$ cat src/rtl/pll_clock_config_pkg.sv
package pll_clock_config_pkg;

  // ==================================================
  // Register offsets
  localparam logic [7:0] ADDR_RESET_ID_LOW = 8'h00;
  localparam logic [7:0] ADDR_ID_HIGH = 8'h01;
  localparam logic [7:0] ADDR_REVISION = 8'h02;
  localparam logic [7:0] ADDR_FRAC_LOW = 8'h03;
  localparam logic [7:0] ADDR_FRAC_MID = 8'h04;
  localparam logic [7:0] ADDR_FRAC_HIGH = 8'h05;
  localparam logic [7:0] ADDR_INT_VALID = 8'h06;
  localparam logic [7:0] ADDR_DIV_CTRL = 8'h07;
  localparam logic [7:0] ADDR_CLK_SEL = 8'h08;

  // ==================================================
  // Reset values
  localparam logic [7:0] RST_FRAC_LOW = 8'h21;
  localparam logic [7:0] RST_FRAC_MID = 8'hfd;
  localparam logic [7:0] RST_FRAC_HIGH = 8'h36;
  localparam logic [7:0] RST_INT_VALID = 8'h07;
  localparam logic [7:0] RST_DIV_CTRL = 8'h16;
  localparam logic [7:0] RST_CLK_SEL = 8'h18;

  // ==================================================
  // Writable bit masks, and the revision read mask; other bits hold zero
  localparam logic [7:0] MASK_FRAC_HIGH = 8'h3f;
  localparam logic [7:0] MASK_DIV_CTRL = 8'h3f;
  localparam logic [7:0] MASK_CLK_SEL = 8'hf8;
  localparam logic [7:0] MASK_REVISION = 8'h0f;

  // ==================================================
  // Field positions, integer / validity register
  localparam int INT_LSB = 0;
  localparam int INT_MSB = 3;
  localparam int BIT_PLL_INPUT_HALVING = 4;
  localparam int BIT_TX_VALIDITY_SUB0 = 5;
  localparam int BIT_TX_VALIDITY_SUB1 = 6;
  localparam int BIT_TX_VALIDITY_FORCE = 7;
  // Divider control register
  localparam int MODE_LSB = 0;
  localparam int MODE_MSB = 1;
  localparam int BIT_FRACTIONAL_PLL_ON = 2;
  localparam int BIT_MASTER_CLOCK_DIVIDER_SEL = 3;
  localparam int AUX_DIV_LSB = 4;
  localparam int AUX_DIV_MSB = 5;
  // Clock select register
  localparam int BIT_AUX_CLOCK_SOURCE = 3;
  localparam int BIT_AUX_CLOCK_PIN_ENABLE = 4;
  localparam int BIT_ERROR_FILL_SELECT = 5;
  localparam int BIT_IGNORE_INVALID_FLAG = 6;
  localparam int BIT_MASTER_CLOCK_SOURCE = 7;

  // ==================================================
  // Widths
  localparam int FRAC_W = 22;
  localparam int SAMPLE_W = 24;
  localparam int DIV_CNT_W = 3;

  // Receiver sample bundle
  typedef struct packed {
    logic strobe;
    logic [SAMPLE_W-1:0] data;
  } rx_sample_s;

  // Complete state of the register bank apart from the reset synchroniser
  typedef struct packed {
    logic [7:0] frac_low;
    logic [7:0] frac_mid;
    logic [7:0] frac_high;
    logic [7:0] int_valid;
    logic [7:0] div_ctrl;
    logic [7:0] clk_sel;
    logic [7:0] rdata;
    logic rvalid;
    logic soft_reset;
    logic xtal_q;
    logic one_q;
    logic two_q;
    logic [DIV_CNT_W-1:0] xtal_cnt;
    logic [DIV_CNT_W-1:0] one_cnt;
    logic [DIV_CNT_W-1:0] two_cnt;
    logic pll_input;
    logic aux_clk;
    logic aux_oe;
    logic master_clk;
    logic val0;
    logic val1;
    rx_sample_s rx;
    logic rx_invalid;
    logic [FRAC_W-1:0] frac_out;
    logic [3:0] int_out;
    logic frac_on;
    logic [1:0] mode_out;
  } state_s;

endpackage

$ cat src/rtl/pll_clock_config_regs.sv
`timescale 1ns/1ps
module pll_clock_config_regs #(
  parameter logic [15:0] DEVICE_ID = 16'h5a3c, // Arbitrary value
  parameter logic [3:0] DEVICE_REVISION = 4'h1 // Arbitrary value
) (
  // Clock and reset
  input wire logic clk_in,
  input wire logic resetn_in,
  // Control interface register port
  input wire logic wr_en_in,
  input wire logic rd_en_in,
  input wire logic [7:0] addr_in,
  input wire logic [7:0] wdata_in,
  output logic [7:0] rdata_out,
  output logic rdata_valid_out,
  output logic soft_reset_out,
  // Clock sources, sampled as levels
  input wire logic crystal_clock_in,
  input wire logic pll_clock_one_in,
  input wire logic pll_clock_two_in,
  // PLL settings
  output logic pll_input_out,
  output logic [pll_clock_config_pkg::FRAC_W-1:0] pll_fraction_out,
  output logic [3:0] pll_integer_out,
  output logic fractional_pll_on_out,
  output logic [1:0] pll_post_divider_mode_out,
  input wire logic spdif_rx_mode_in,
  input wire logic [1:0] rx_post_divider_mode_in,
  // Clock outputs
  output logic master_clock_out,
  output logic aux_clock_pin_out,
  output logic aux_clock_pin_oe_out,
  // Transmit validity
  input wire logic tx_source_is_rx_in,
  input wire logic rx_validity_in,
  output logic tx_validity_sub0_out,
  output logic tx_validity_sub1_out,
  // Receiver samples
  input wire logic rx_sample_strobe_in,
  input wire logic [pll_clock_config_pkg::SAMPLE_W-1:0] rx_sample_in,
  input wire logic rx_error_in,
  input wire logic rx_invalid_flag_in,
  output logic rx_sample_strobe_out,
  output logic [pll_clock_config_pkg::SAMPLE_W-1:0] rx_sample_out,
  output logic rx_invalid_out
);

  // ==================================================
  // Helpers
  // Tap of an edge counter: sel 0 passes source, n gives divide by 2^n
  function automatic logic div_tap(input logic src, input logic [2:0] cnt, input logic [1:0] sel);
    logic r;
    r = src;
    case (sel)
      2'h1: r = cnt[0];
      2'h2: r = cnt[1];
      2'h3: r = cnt[2];
      default: r = src;
    endcase
    return r;
  endfunction

  // ==================================================
  // Reset synchroniser
  logic [1:0] rst_sync_ff; // Two-stage release
  logic rst_n; // Synchronised reset

  // Async assert, sync release
  always_ff @(posedge clk_in or negedge resetn_in) begin
    if (!resetn_in) begin
      rst_sync_ff <= 2'h0;
    end else begin
      rst_sync_ff <= {rst_sync_ff[0], 1'h1};
    end
  end
  assign rst_n = rst_sync_ff[1];

  // ==================================================
  // State
  pll_clock_config_pkg::state_s st_ff; // All registered state except the reset synchroniser
  pll_clock_config_pkg::state_s nxt_st; // Next state
  logic bad_sample; // Current sample is unusable

  // Next-state logic
  always_comb begin
    nxt_st = st_ff;
    nxt_st.rvalid = 1'h0;
    nxt_st.soft_reset = 1'h0;
    nxt_st.rx.strobe = 1'h0;
    bad_sample = rx_error_in | (rx_invalid_flag_in & ~st_ff.clk_sel[pll_clock_config_pkg::BIT_IGNORE_INVALID_FLAG]);

    // Register writes; a write to the reset address restores defaults
    if (st_ff.soft_reset) begin
      nxt_st.frac_low = pll_clock_config_pkg::RST_FRAC_LOW;
      nxt_st.frac_mid = pll_clock_config_pkg::RST_FRAC_MID;
      nxt_st.frac_high = pll_clock_config_pkg::RST_FRAC_HIGH;
      nxt_st.int_valid = pll_clock_config_pkg::RST_INT_VALID;
      nxt_st.div_ctrl = pll_clock_config_pkg::RST_DIV_CTRL;
      nxt_st.clk_sel = pll_clock_config_pkg::RST_CLK_SEL;
    end else if (wr_en_in) begin
      case (addr_in)
        pll_clock_config_pkg::ADDR_RESET_ID_LOW: begin
          nxt_st.soft_reset = 1'h1;
        end
        pll_clock_config_pkg::ADDR_FRAC_LOW: begin
          nxt_st.frac_low = wdata_in;
        end
        pll_clock_config_pkg::ADDR_FRAC_MID: begin
          nxt_st.frac_mid = wdata_in;
        end
        pll_clock_config_pkg::ADDR_FRAC_HIGH: begin
          nxt_st.frac_high = wdata_in & pll_clock_config_pkg::MASK_FRAC_HIGH;
        end
        pll_clock_config_pkg::ADDR_INT_VALID: begin
          nxt_st.int_valid = wdata_in;
        end
        pll_clock_config_pkg::ADDR_DIV_CTRL: begin
          nxt_st.div_ctrl = wdata_in & pll_clock_config_pkg::MASK_DIV_CTRL;
        end
        pll_clock_config_pkg::ADDR_CLK_SEL: begin
          nxt_st.clk_sel = wdata_in & pll_clock_config_pkg::MASK_CLK_SEL;
        end
        default: begin
          // Read-only and unmapped addresses ignore writes
        end
      endcase
    end

    // Receive mode takes over the post-divider field; hardware wins over register writes but not over a soft reset
    if (spdif_rx_mode_in && !st_ff.soft_reset) begin
      nxt_st.div_ctrl[pll_clock_config_pkg::MODE_MSB:pll_clock_config_pkg::MODE_LSB] = rx_post_divider_mode_in;
    end

    // Register reads; answer one cycle after the request
    if (rd_en_in) begin
      nxt_st.rvalid = 1'h1;
      case (addr_in)
        pll_clock_config_pkg::ADDR_RESET_ID_LOW: nxt_st.rdata = DEVICE_ID[7:0];
        pll_clock_config_pkg::ADDR_ID_HIGH: nxt_st.rdata = DEVICE_ID[15:8];
        pll_clock_config_pkg::ADDR_REVISION: nxt_st.rdata = {4'h0, DEVICE_REVISION} & pll_clock_config_pkg::MASK_REVISION;
        pll_clock_config_pkg::ADDR_FRAC_LOW: nxt_st.rdata = st_ff.frac_low;
        pll_clock_config_pkg::ADDR_FRAC_MID: nxt_st.rdata = st_ff.frac_mid;
        pll_clock_config_pkg::ADDR_FRAC_HIGH: nxt_st.rdata = st_ff.frac_high;
        pll_clock_config_pkg::ADDR_INT_VALID: nxt_st.rdata = st_ff.int_valid;
        pll_clock_config_pkg::ADDR_DIV_CTRL: nxt_st.rdata = st_ff.div_ctrl;
        pll_clock_config_pkg::ADDR_CLK_SEL: nxt_st.rdata = st_ff.clk_sel;
        default: nxt_st.rdata = 8'h00; // Unmapped reads as zero
      endcase
    end

    // Edge counters on the sampled clock sources
    nxt_st.xtal_q = crystal_clock_in;
    nxt_st.one_q = pll_clock_one_in;
    nxt_st.two_q = pll_clock_two_in;
    if (crystal_clock_in && !st_ff.xtal_q) begin
      nxt_st.xtal_cnt = st_ff.xtal_cnt + 3'h1;
    end
    if (pll_clock_one_in && !st_ff.one_q) begin
      nxt_st.one_cnt = st_ff.one_cnt + 3'h1;
    end
    if (pll_clock_two_in && !st_ff.two_q) begin
      nxt_st.two_cnt = st_ff.two_cnt + 3'h1;
    end

    // PLL input: crystal, or crystal halved
    nxt_st.pll_input = st_ff.int_valid[pll_clock_config_pkg::BIT_PLL_INPUT_HALVING] ?
                       st_ff.xtal_cnt[0] : crystal_clock_in;

    // Master clock: crystal, or clock two with its optional halving
    if (st_ff.clk_sel[pll_clock_config_pkg::BIT_MASTER_CLOCK_SOURCE]) begin
      nxt_st.master_clk = crystal_clock_in;
    end else begin
      nxt_st.master_clk = div_tap(pll_clock_two_in, st_ff.two_cnt,
                                  {1'h0, st_ff.div_ctrl[pll_clock_config_pkg::BIT_MASTER_CLOCK_DIVIDER_SEL]});
    end

    // Aux pin: crystal, or clock one through its divider
    if (st_ff.clk_sel[pll_clock_config_pkg::BIT_AUX_CLOCK_SOURCE]) begin
      nxt_st.aux_clk = crystal_clock_in;
    end else begin
      nxt_st.aux_clk = div_tap(pll_clock_one_in, st_ff.one_cnt,
                               st_ff.div_ctrl[pll_clock_config_pkg::AUX_DIV_MSB:pll_clock_config_pkg::AUX_DIV_LSB]);
    end
    nxt_st.aux_oe = st_ff.clk_sel[pll_clock_config_pkg::BIT_AUX_CLOCK_PIN_ENABLE];

    // Transmit validity
    if (st_ff.int_valid[pll_clock_config_pkg::BIT_TX_VALIDITY_FORCE]) begin
      nxt_st.val0 = st_ff.int_valid[pll_clock_config_pkg::BIT_TX_VALIDITY_SUB0];
      nxt_st.val1 = st_ff.int_valid[pll_clock_config_pkg::BIT_TX_VALIDITY_SUB1];
    end else begin
      nxt_st.val0 = tx_source_is_rx_in & rx_validity_in;
      nxt_st.val1 = tx_source_is_rx_in & rx_validity_in;
    end

    // Receiver samples: good ones pass, bad ones hold or become zero
    nxt_st.rx_invalid = rx_invalid_flag_in & ~st_ff.clk_sel[pll_clock_config_pkg::BIT_IGNORE_INVALID_FLAG];
    if (rx_sample_strobe_in) begin
      nxt_st.rx.strobe = 1'h1;
      if (!bad_sample) begin
        nxt_st.rx.data = rx_sample_in;
      end else if (st_ff.clk_sel[pll_clock_config_pkg::BIT_ERROR_FILL_SELECT]) begin
        nxt_st.rx.data = '0;
      end
    end

    // PLL ratio: fraction only counts in fractional mode
    nxt_st.int_out = st_ff.int_valid[pll_clock_config_pkg::INT_MSB:pll_clock_config_pkg::INT_LSB];
    nxt_st.frac_on = st_ff.div_ctrl[pll_clock_config_pkg::BIT_FRACTIONAL_PLL_ON];
    nxt_st.frac_out = nxt_st.frac_on ?
                      {st_ff.frac_high[5:0], st_ff.frac_mid, st_ff.frac_low} : '0;
    nxt_st.mode_out = st_ff.div_ctrl[pll_clock_config_pkg::MODE_MSB:pll_clock_config_pkg::MODE_LSB];
  end

  // State register; defaults mirror a soft reset
  always_ff @(posedge clk_in or negedge rst_n) begin
    if (!rst_n) begin
      st_ff <= '0;
      st_ff.frac_low <= pll_clock_config_pkg::RST_FRAC_LOW;
      st_ff.frac_mid <= pll_clock_config_pkg::RST_FRAC_MID;
      st_ff.frac_high <= pll_clock_config_pkg::RST_FRAC_HIGH;
      st_ff.int_valid <= pll_clock_config_pkg::RST_INT_VALID;
      st_ff.div_ctrl <= pll_clock_config_pkg::RST_DIV_CTRL;
      st_ff.clk_sel <= pll_clock_config_pkg::RST_CLK_SEL;
    end else begin
      st_ff <= nxt_st;
    end
  end

  // ==================================================
  // Outputs, straight from the state register
  assign rdata_out = st_ff.rdata;
  assign rdata_valid_out = st_ff.rvalid;
  assign soft_reset_out = st_ff.soft_reset;
  assign pll_input_out = st_ff.pll_input;
  assign pll_fraction_out = st_ff.frac_out;
  assign pll_integer_out = st_ff.int_out;
  assign fractional_pll_on_out = st_ff.frac_on;
  assign pll_post_divider_mode_out = st_ff.mode_out;
  assign master_clock_out = st_ff.master_clk;
  assign aux_clock_pin_out = st_ff.aux_clk;
  assign aux_clock_pin_oe_out = st_ff.aux_oe;
  assign tx_validity_sub0_out = st_ff.val0;
  assign tx_validity_sub1_out = st_ff.val1;
  assign rx_sample_strobe_out = st_ff.rx.strobe;
  assign rx_sample_out = st_ff.rx.data;
  assign rx_invalid_out = st_ff.rx_invalid;

  // ==================================================
  // Assertions
  property p_reset_write;
    @(posedge clk_in) disable iff (!rst_n)
    wr_en_in && addr_in == pll_clock_config_pkg::ADDR_RESET_ID_LOW |=> soft_reset_out ##1
      (st_ff.int_valid == pll_clock_config_pkg::RST_INT_VALID && st_ff.clk_sel == pll_clock_config_pkg::RST_CLK_SEL);
  endproperty
  a_reset_write: assert property (p_reset_write) else $error("soft reset did not restore defaults");

  property p_id_read;
    @(posedge clk_in) disable iff (!rst_n)
    rd_en_in && addr_in == pll_clock_config_pkg::ADDR_ID_HIGH |=> rdata_valid_out && rdata_out == DEVICE_ID[15:8];
  endproperty
  a_id_read: assert property (p_id_read) else $error("identity high byte wrong");

  property p_fraction;
    @(posedge clk_in) disable iff (!rst_n)
    st_ff.div_ctrl[pll_clock_config_pkg::BIT_FRACTIONAL_PLL_ON] |=>
      pll_fraction_out == {$past(st_ff.frac_high[5:0]), $past(st_ff.frac_mid), $past(st_ff.frac_low)};
  endproperty
  a_fraction: assert property (p_fraction) else $error("fraction assembly wrong");

  property p_frac_off;
    @(posedge clk_in) disable iff (!rst_n)
    !st_ff.div_ctrl[pll_clock_config_pkg::BIT_FRACTIONAL_PLL_ON] |=>
      pll_fraction_out == '0 && !fractional_pll_on_out;
  endproperty
  a_frac_off: assert property (p_frac_off) else $error("fraction not ignored in integer mode");

  property p_validity_free;
    @(posedge clk_in) disable iff (!rst_n)
    !st_ff.int_valid[pll_clock_config_pkg::BIT_TX_VALIDITY_FORCE] |=>
      tx_validity_sub0_out == ($past(tx_source_is_rx_in) & $past(rx_validity_in));
  endproperty
  a_validity_free: assert property (p_validity_free) else $error("unforced validity wrong");

  property p_validity_force;
    @(posedge clk_in) disable iff (!rst_n)
    st_ff.int_valid[pll_clock_config_pkg::BIT_TX_VALIDITY_FORCE] |=>
      tx_validity_sub1_out == $past(st_ff.int_valid[pll_clock_config_pkg::BIT_TX_VALIDITY_SUB1]);
  endproperty
  a_validity_force: assert property (p_validity_force) else $error("forced validity wrong");

  property p_aux_enable;
    @(posedge clk_in) disable iff (!rst_n)
    aux_clock_pin_oe_out |-> $past(st_ff.clk_sel[pll_clock_config_pkg::BIT_AUX_CLOCK_PIN_ENABLE]);
  endproperty
  a_aux_enable: assert property (p_aux_enable) else $error("aux pin driven while disabled");

  property p_master_xtal;
    @(posedge clk_in) disable iff (!rst_n)
    st_ff.clk_sel[pll_clock_config_pkg::BIT_MASTER_CLOCK_SOURCE] |=> master_clock_out == $past(crystal_clock_in);
  endproperty
  a_master_xtal: assert property (p_master_xtal) else $error("master clock not crystal");

  property p_fill_zero;
    @(posedge clk_in) disable iff (!rst_n)
    rx_sample_strobe_in && rx_error_in && st_ff.clk_sel[pll_clock_config_pkg::BIT_ERROR_FILL_SELECT] |=>
      rx_sample_strobe_out && rx_sample_out == '0;
  endproperty
  a_fill_zero: assert property (p_fill_zero) else $error("bad sample not zero filled");

  property p_rx_mode;
    @(posedge clk_in) disable iff (!rst_n)
    spdif_rx_mode_in && !soft_reset_out |=>
      st_ff.div_ctrl[pll_clock_config_pkg::MODE_MSB:pll_clock_config_pkg::MODE_LSB] ==
      $past(rx_post_divider_mode_in);
  endproperty
  a_rx_mode: assert property (p_rx_mode) else $error("receive mode did not set post divider");

  // Aux pin follows the crystal whenever the source bit picks it, divider or not
  property p_aux_xtal;
    @(posedge clk_in) disable iff (!rst_n)
    st_ff.clk_sel[pll_clock_config_pkg::BIT_AUX_CLOCK_SOURCE] |=> aux_clock_pin_out == $past(crystal_clock_in);
  endproperty
  a_aux_xtal: assert property (p_aux_xtal) else $error("aux pin not crystal");

  // With the ignore bit set, no invalid indication may leave the block
  property p_ignore_invalid;
    @(posedge clk_in) disable iff (!rst_n)
    st_ff.clk_sel[pll_clock_config_pkg::BIT_IGNORE_INVALID_FLAG] |=> !rx_invalid_out;
  endproperty
  a_ignore_invalid: assert property (p_ignore_invalid) else $error("invalid flag not ignored");

  c_soft_reset: cover property (@(posedge clk_in) disable iff (!rst_n) soft_reset_out);
  c_fill_hold: cover property (@(posedge clk_in) disable iff (!rst_n)
    rx_sample_strobe_in && rx_error_in && !st_ff.clk_sel[5]);
  c_forced_validity: cover property (@(posedge clk_in) disable iff (!rst_n) st_ff.int_valid[7] && tx_validity_sub0_out);
  c_aux_divided: cover property (@(posedge clk_in) disable iff (!rst_n) !st_ff.clk_sel[3] && st_ff.div_ctrl[5:4] == 2'h3);

endmodule

$ cat config.mk
export PLATFORM = sky130hd
export DESIGN_NAME = pll_clock_config_regs
export DESIGN_NICKNAME = d
export VERILOG_FILES = /design/src/rtl/pll_clock_config_pkg.sv /design/src/rtl/pll_clock_config_regs.sv
export SDC_FILE = /design/constraint.sdc
export NUM_CORES = 1
export LEC_CHECK = 0
export ABC_AREA = 0
export BUFFER_PORTS_ARGS = -buffer_cell sky130_fd_sc_hd__buf_4
export CORE_ASPECT_RATIO = 0.75
export CORE_MARGIN = 5
export CORE_UTILIZATION = 56
export CTS_BUF_LIST = sky130_fd_sc_hd__clkbuf_2
export DETAILED_ROUTE_END_ITERATION = 16
export GPL_TIMING_DRIVEN = 0
export PLACE_DENSITY = 0.95
export REMOVE_ABC_BUFFERS = 1
export SYNTH_ARGS = -nofsm -noshare
export SYNTH_HDL_FRONTEND = slang
export SYNTH_SLANG_ARGS = --single-unit
export TNS_END_PERCENT = 30
$ cat constraint.sdc
create_clock -name clk_in -period 4.72 [get_ports clk_in]
set_clock_uncertainty 0.1 [all_clocks]
set_input_delay 0.944 -clock clk_in [delete_from_list [all_inputs] [get_ports clk_in]]
set_output_delay 0.944 -clock clk_in [all_outputs]
set_load 0.01 [all_outputs]
==> flow_summary.yaml <==
global_routing:
  grt_pass1_vias: 3793
  grt_first_pass_wirelength_mm: 19.6
  grt_usage_pct: 22.0
  grt_overflow_total: 0
  antenna_found_initial: 1
  grt_max_degree: 69
worst_setup_path:
  setup.worst_path.start_class: "flip-flop"
  crit_path_max_fanout: 45
  critPathKind: "reg2out"
  cpLargestDelayFamily: "flip-flops"
  required_ns: 3.68
  end_kind: "output port"
  r2r-end: "rx_sample_out[8]"
  r2r_slack_ns: 2.69
  critPathBufInv: 1
  rr_worst_depth: 4
  crit_chain: "buf_4"
  r2r-start: "st_ff[89]"
  slowest_delay_ns: 0.95
  crit_path_top_delay_cell: "dfrtp_2"
  cp.arrival_ns: 1.87
routing:
  wire_per_inst_um: 19.0
  vias: 3752
  wirelength_mm: 12.7
  via_per_inst: 5.63
  drtIter0Drc: 404
  dr.pass1.iters: 7
  detail-route-antenna-nets: 0
  drc_errors: 0
sta:
  fmax_mhz: 343
  slew_headroom_pct: 26.0
  setup_viol: 0
  rsz0062_at_grt: "false"
  finalCriticalPeriod_ns: 2.92
  fin_crit_sh_pct: 61.8
  slew_violations: 0
  worst_slew_pin_slew_ns: 1.11
  hold_viol: 0
yosys:
  synth_area_um2: 5420
  synth_seq_cells: 122
  async_flop_share_pct: 100
  postSynthCellCount: 456
  synth_warnings: 0
  yosysSeqAreaShare_pct: 56.8
  ys_types: 47
  syn-mean-instance-area_um2: 11.9
  synth_edf_count: 0
  synthFlopType: "dfrtp_1"
power_and_ir_drop:
  ir_worst_vdd_mv: 0.190
  power_w: 0.00232
  p_leak_nw: 3.13
  p_per_area_nw_per_um2: 367
clock_tree:
  numCtsBuffers: 17
  cts_tree: "done"
  clock_path_buffers: 2
  htreeDepth: 4
  cts-root-buf: "clkbuf_2"
  clock-sinks: 122
  clock_latency_ns: 0.67
  postCtsSetupBuffers: 0
  clk_pin_slew_ns: 0.17
place:
  port_buffers: 125
  place_hpwl_mm: 8.71
  gp_congestion: 0.866
  place_inst: 631
  placed_area_um2: 6030
cells_and_area:
  design_area_um2: 6310
  fin_nets: 575
  multi_input_area_um2: 1780
  area_growth_pct: 16.4
  drive_above_1_share_pct: 35.9
  fillerInstances: 734
  fin_cells: 666
  fin_util_pct: 66.2
  regArea_um2: 3080
die:
  dieWidth_um: 124
  core.rowCount: 31
  dieArea_um2: 11800
  die_y_um: 95.2
  num_io_pins: 126
  design.core.area_um2: 9540
  start_util_pct: 56.8
run_status:
  status: "finished, final reports clean"
worst_hold_path:
  min_path_cells: 0
  holdCritPathClass: "reg2reg"
  min_from: "rst_sync_ff[0]"
  min_to: "rst_sync_ff[1]"
job:
  cap_viol_max_count: 0
## how the worst max path moves through the flow
stage / cells after the start / to / startpoint
after global routing: 1 / soft_reset_out / soft_reset_out
after CTS: 1 / soft_reset_out / soft_reset_out
after detailed placement: 5 / st_ff[126] / addr_in[5]
after floorplan: 4 / rx_sample_out[0] / rx_invalid_flag_in
after global placement: 0 / rx_sample_out[19] / rst_sync_ff[1]
final: 1 / soft_reset_out / soft_reset_out
## cell usage after synthesis, types with 5 or more instances
cell type / n / share of area [%]
a211o_1: 18 / 2.9
a21oi_1: 10 / 0.92
a22o_1: 27 / 4.4
and2_1: 22 / 2.5
buf_4: 60 / 8.3
clkbuf_1: 18 / 1.2
dfrtp_1: 101 / 47
dfstp_2: 21 / 10
inv_1: 6 / 0.42
mux2_2: 5 / 1.0
mux2i_1: 21 / 3.9
nand2_1: 16 / 1.1
nand2b_1: 5 / 0.58
nand3_1: 13 / 1.2
nor2_1: 19 / 1.3
nor2b_1: 26 / 3.0
nor3b_1: 5 / 0.69
o21ai_0: 8 / 0.74
## routing by layer
layer | GRT usage [%] | wire [um] | up-vias
met2 | 35.5 | 6380 | 173
met4 | 11.2 | 310 | 0
li1 | - | - | 1674
met5 | 0 | 0 | -
met1 | 27.5 | 5140 | 1869
met3 | 5.58 | 852 | 36
## flip-flops by register name (all words and copies together) (netlist names), 2 cells and up
| register | flops |
|---|---|
| rst_sync_ff | 2 |
| nxt_st | 8 |
| st_ff | 41 |
| pll_fraction_out | 22 |
| rx_sample_out | 24 |
| pll_post_divider_mode_out | 2 |
| rdata_out | 8 |
| pll_integer_out | 4 |
## cells by family after synthesis
| logic type | synth area share [%] |
|---|---|
| compound gates | 12.1 |
| xor+xnor | 0.646 |
| fa+ha+maj | 0.231 |
| buf+inv | 10.6 |
| flops | 56.8 |
| mux | 5.33 |
| other cells | 0.0692 |
| simple gates | 14.2 |
## cell usage in the layout, fill, tap and decap left out, drive strengths merged, types with 5 or more instances in the layout
cell and count:
dfstp 21, nor3 5, a22o 27, mux2 5, nand3 13, nand2b 5
dfrtp 101, nor2b 26, a21oi 10, o21ai 8, buf 127, nor2 19
nor3b 5, a211o 18, and2 22, mux2i 21, clkbuf 17, inv 7
clkinv 7, nand2 16
## metrics by stage
| stage | TNS (ns) | hold WS, ns | worst slack [ns] |
|---|---|---|---|
| detailed placement | 0 | 0.238 | 1.56 |
| global route | 0 | 0.237 | 1.71 |
| global placement | -7.93 | 0.238 | -0.0791 |
| floorplan | 0 | 0.231 | 0.980 |
| CTS | 0 | 0.238 | 1.30 |
| finish | 0 | 0.272 | 1.80 |
## final cells by class
type	count	share of cell area [%]
sequential	122	48.9
clock buffer	17	1.35
timing repair buffer	128	15.6
inverter	6	0.357
antenna	2	0.0793
clock inverter	15	2.85
multi-input combinational	244	28.2
tap	132	2.62
## timing repair
item,4_1_cts,5_1_grt
hold endpoints to repair,2,0
resized for setup,0,0
hold buffers,1,0
## where the power goes
group	total (W)	internal, W	switching [W]
clock network	0.000723	0.000338	0.000385
logic	0.000341	0.000189	0.000152
registers	0.00125	0.00117	0.0000866
total	0.00232	0.00169	0.000624
No activity file was read; power rests on OpenSTA's default activity.
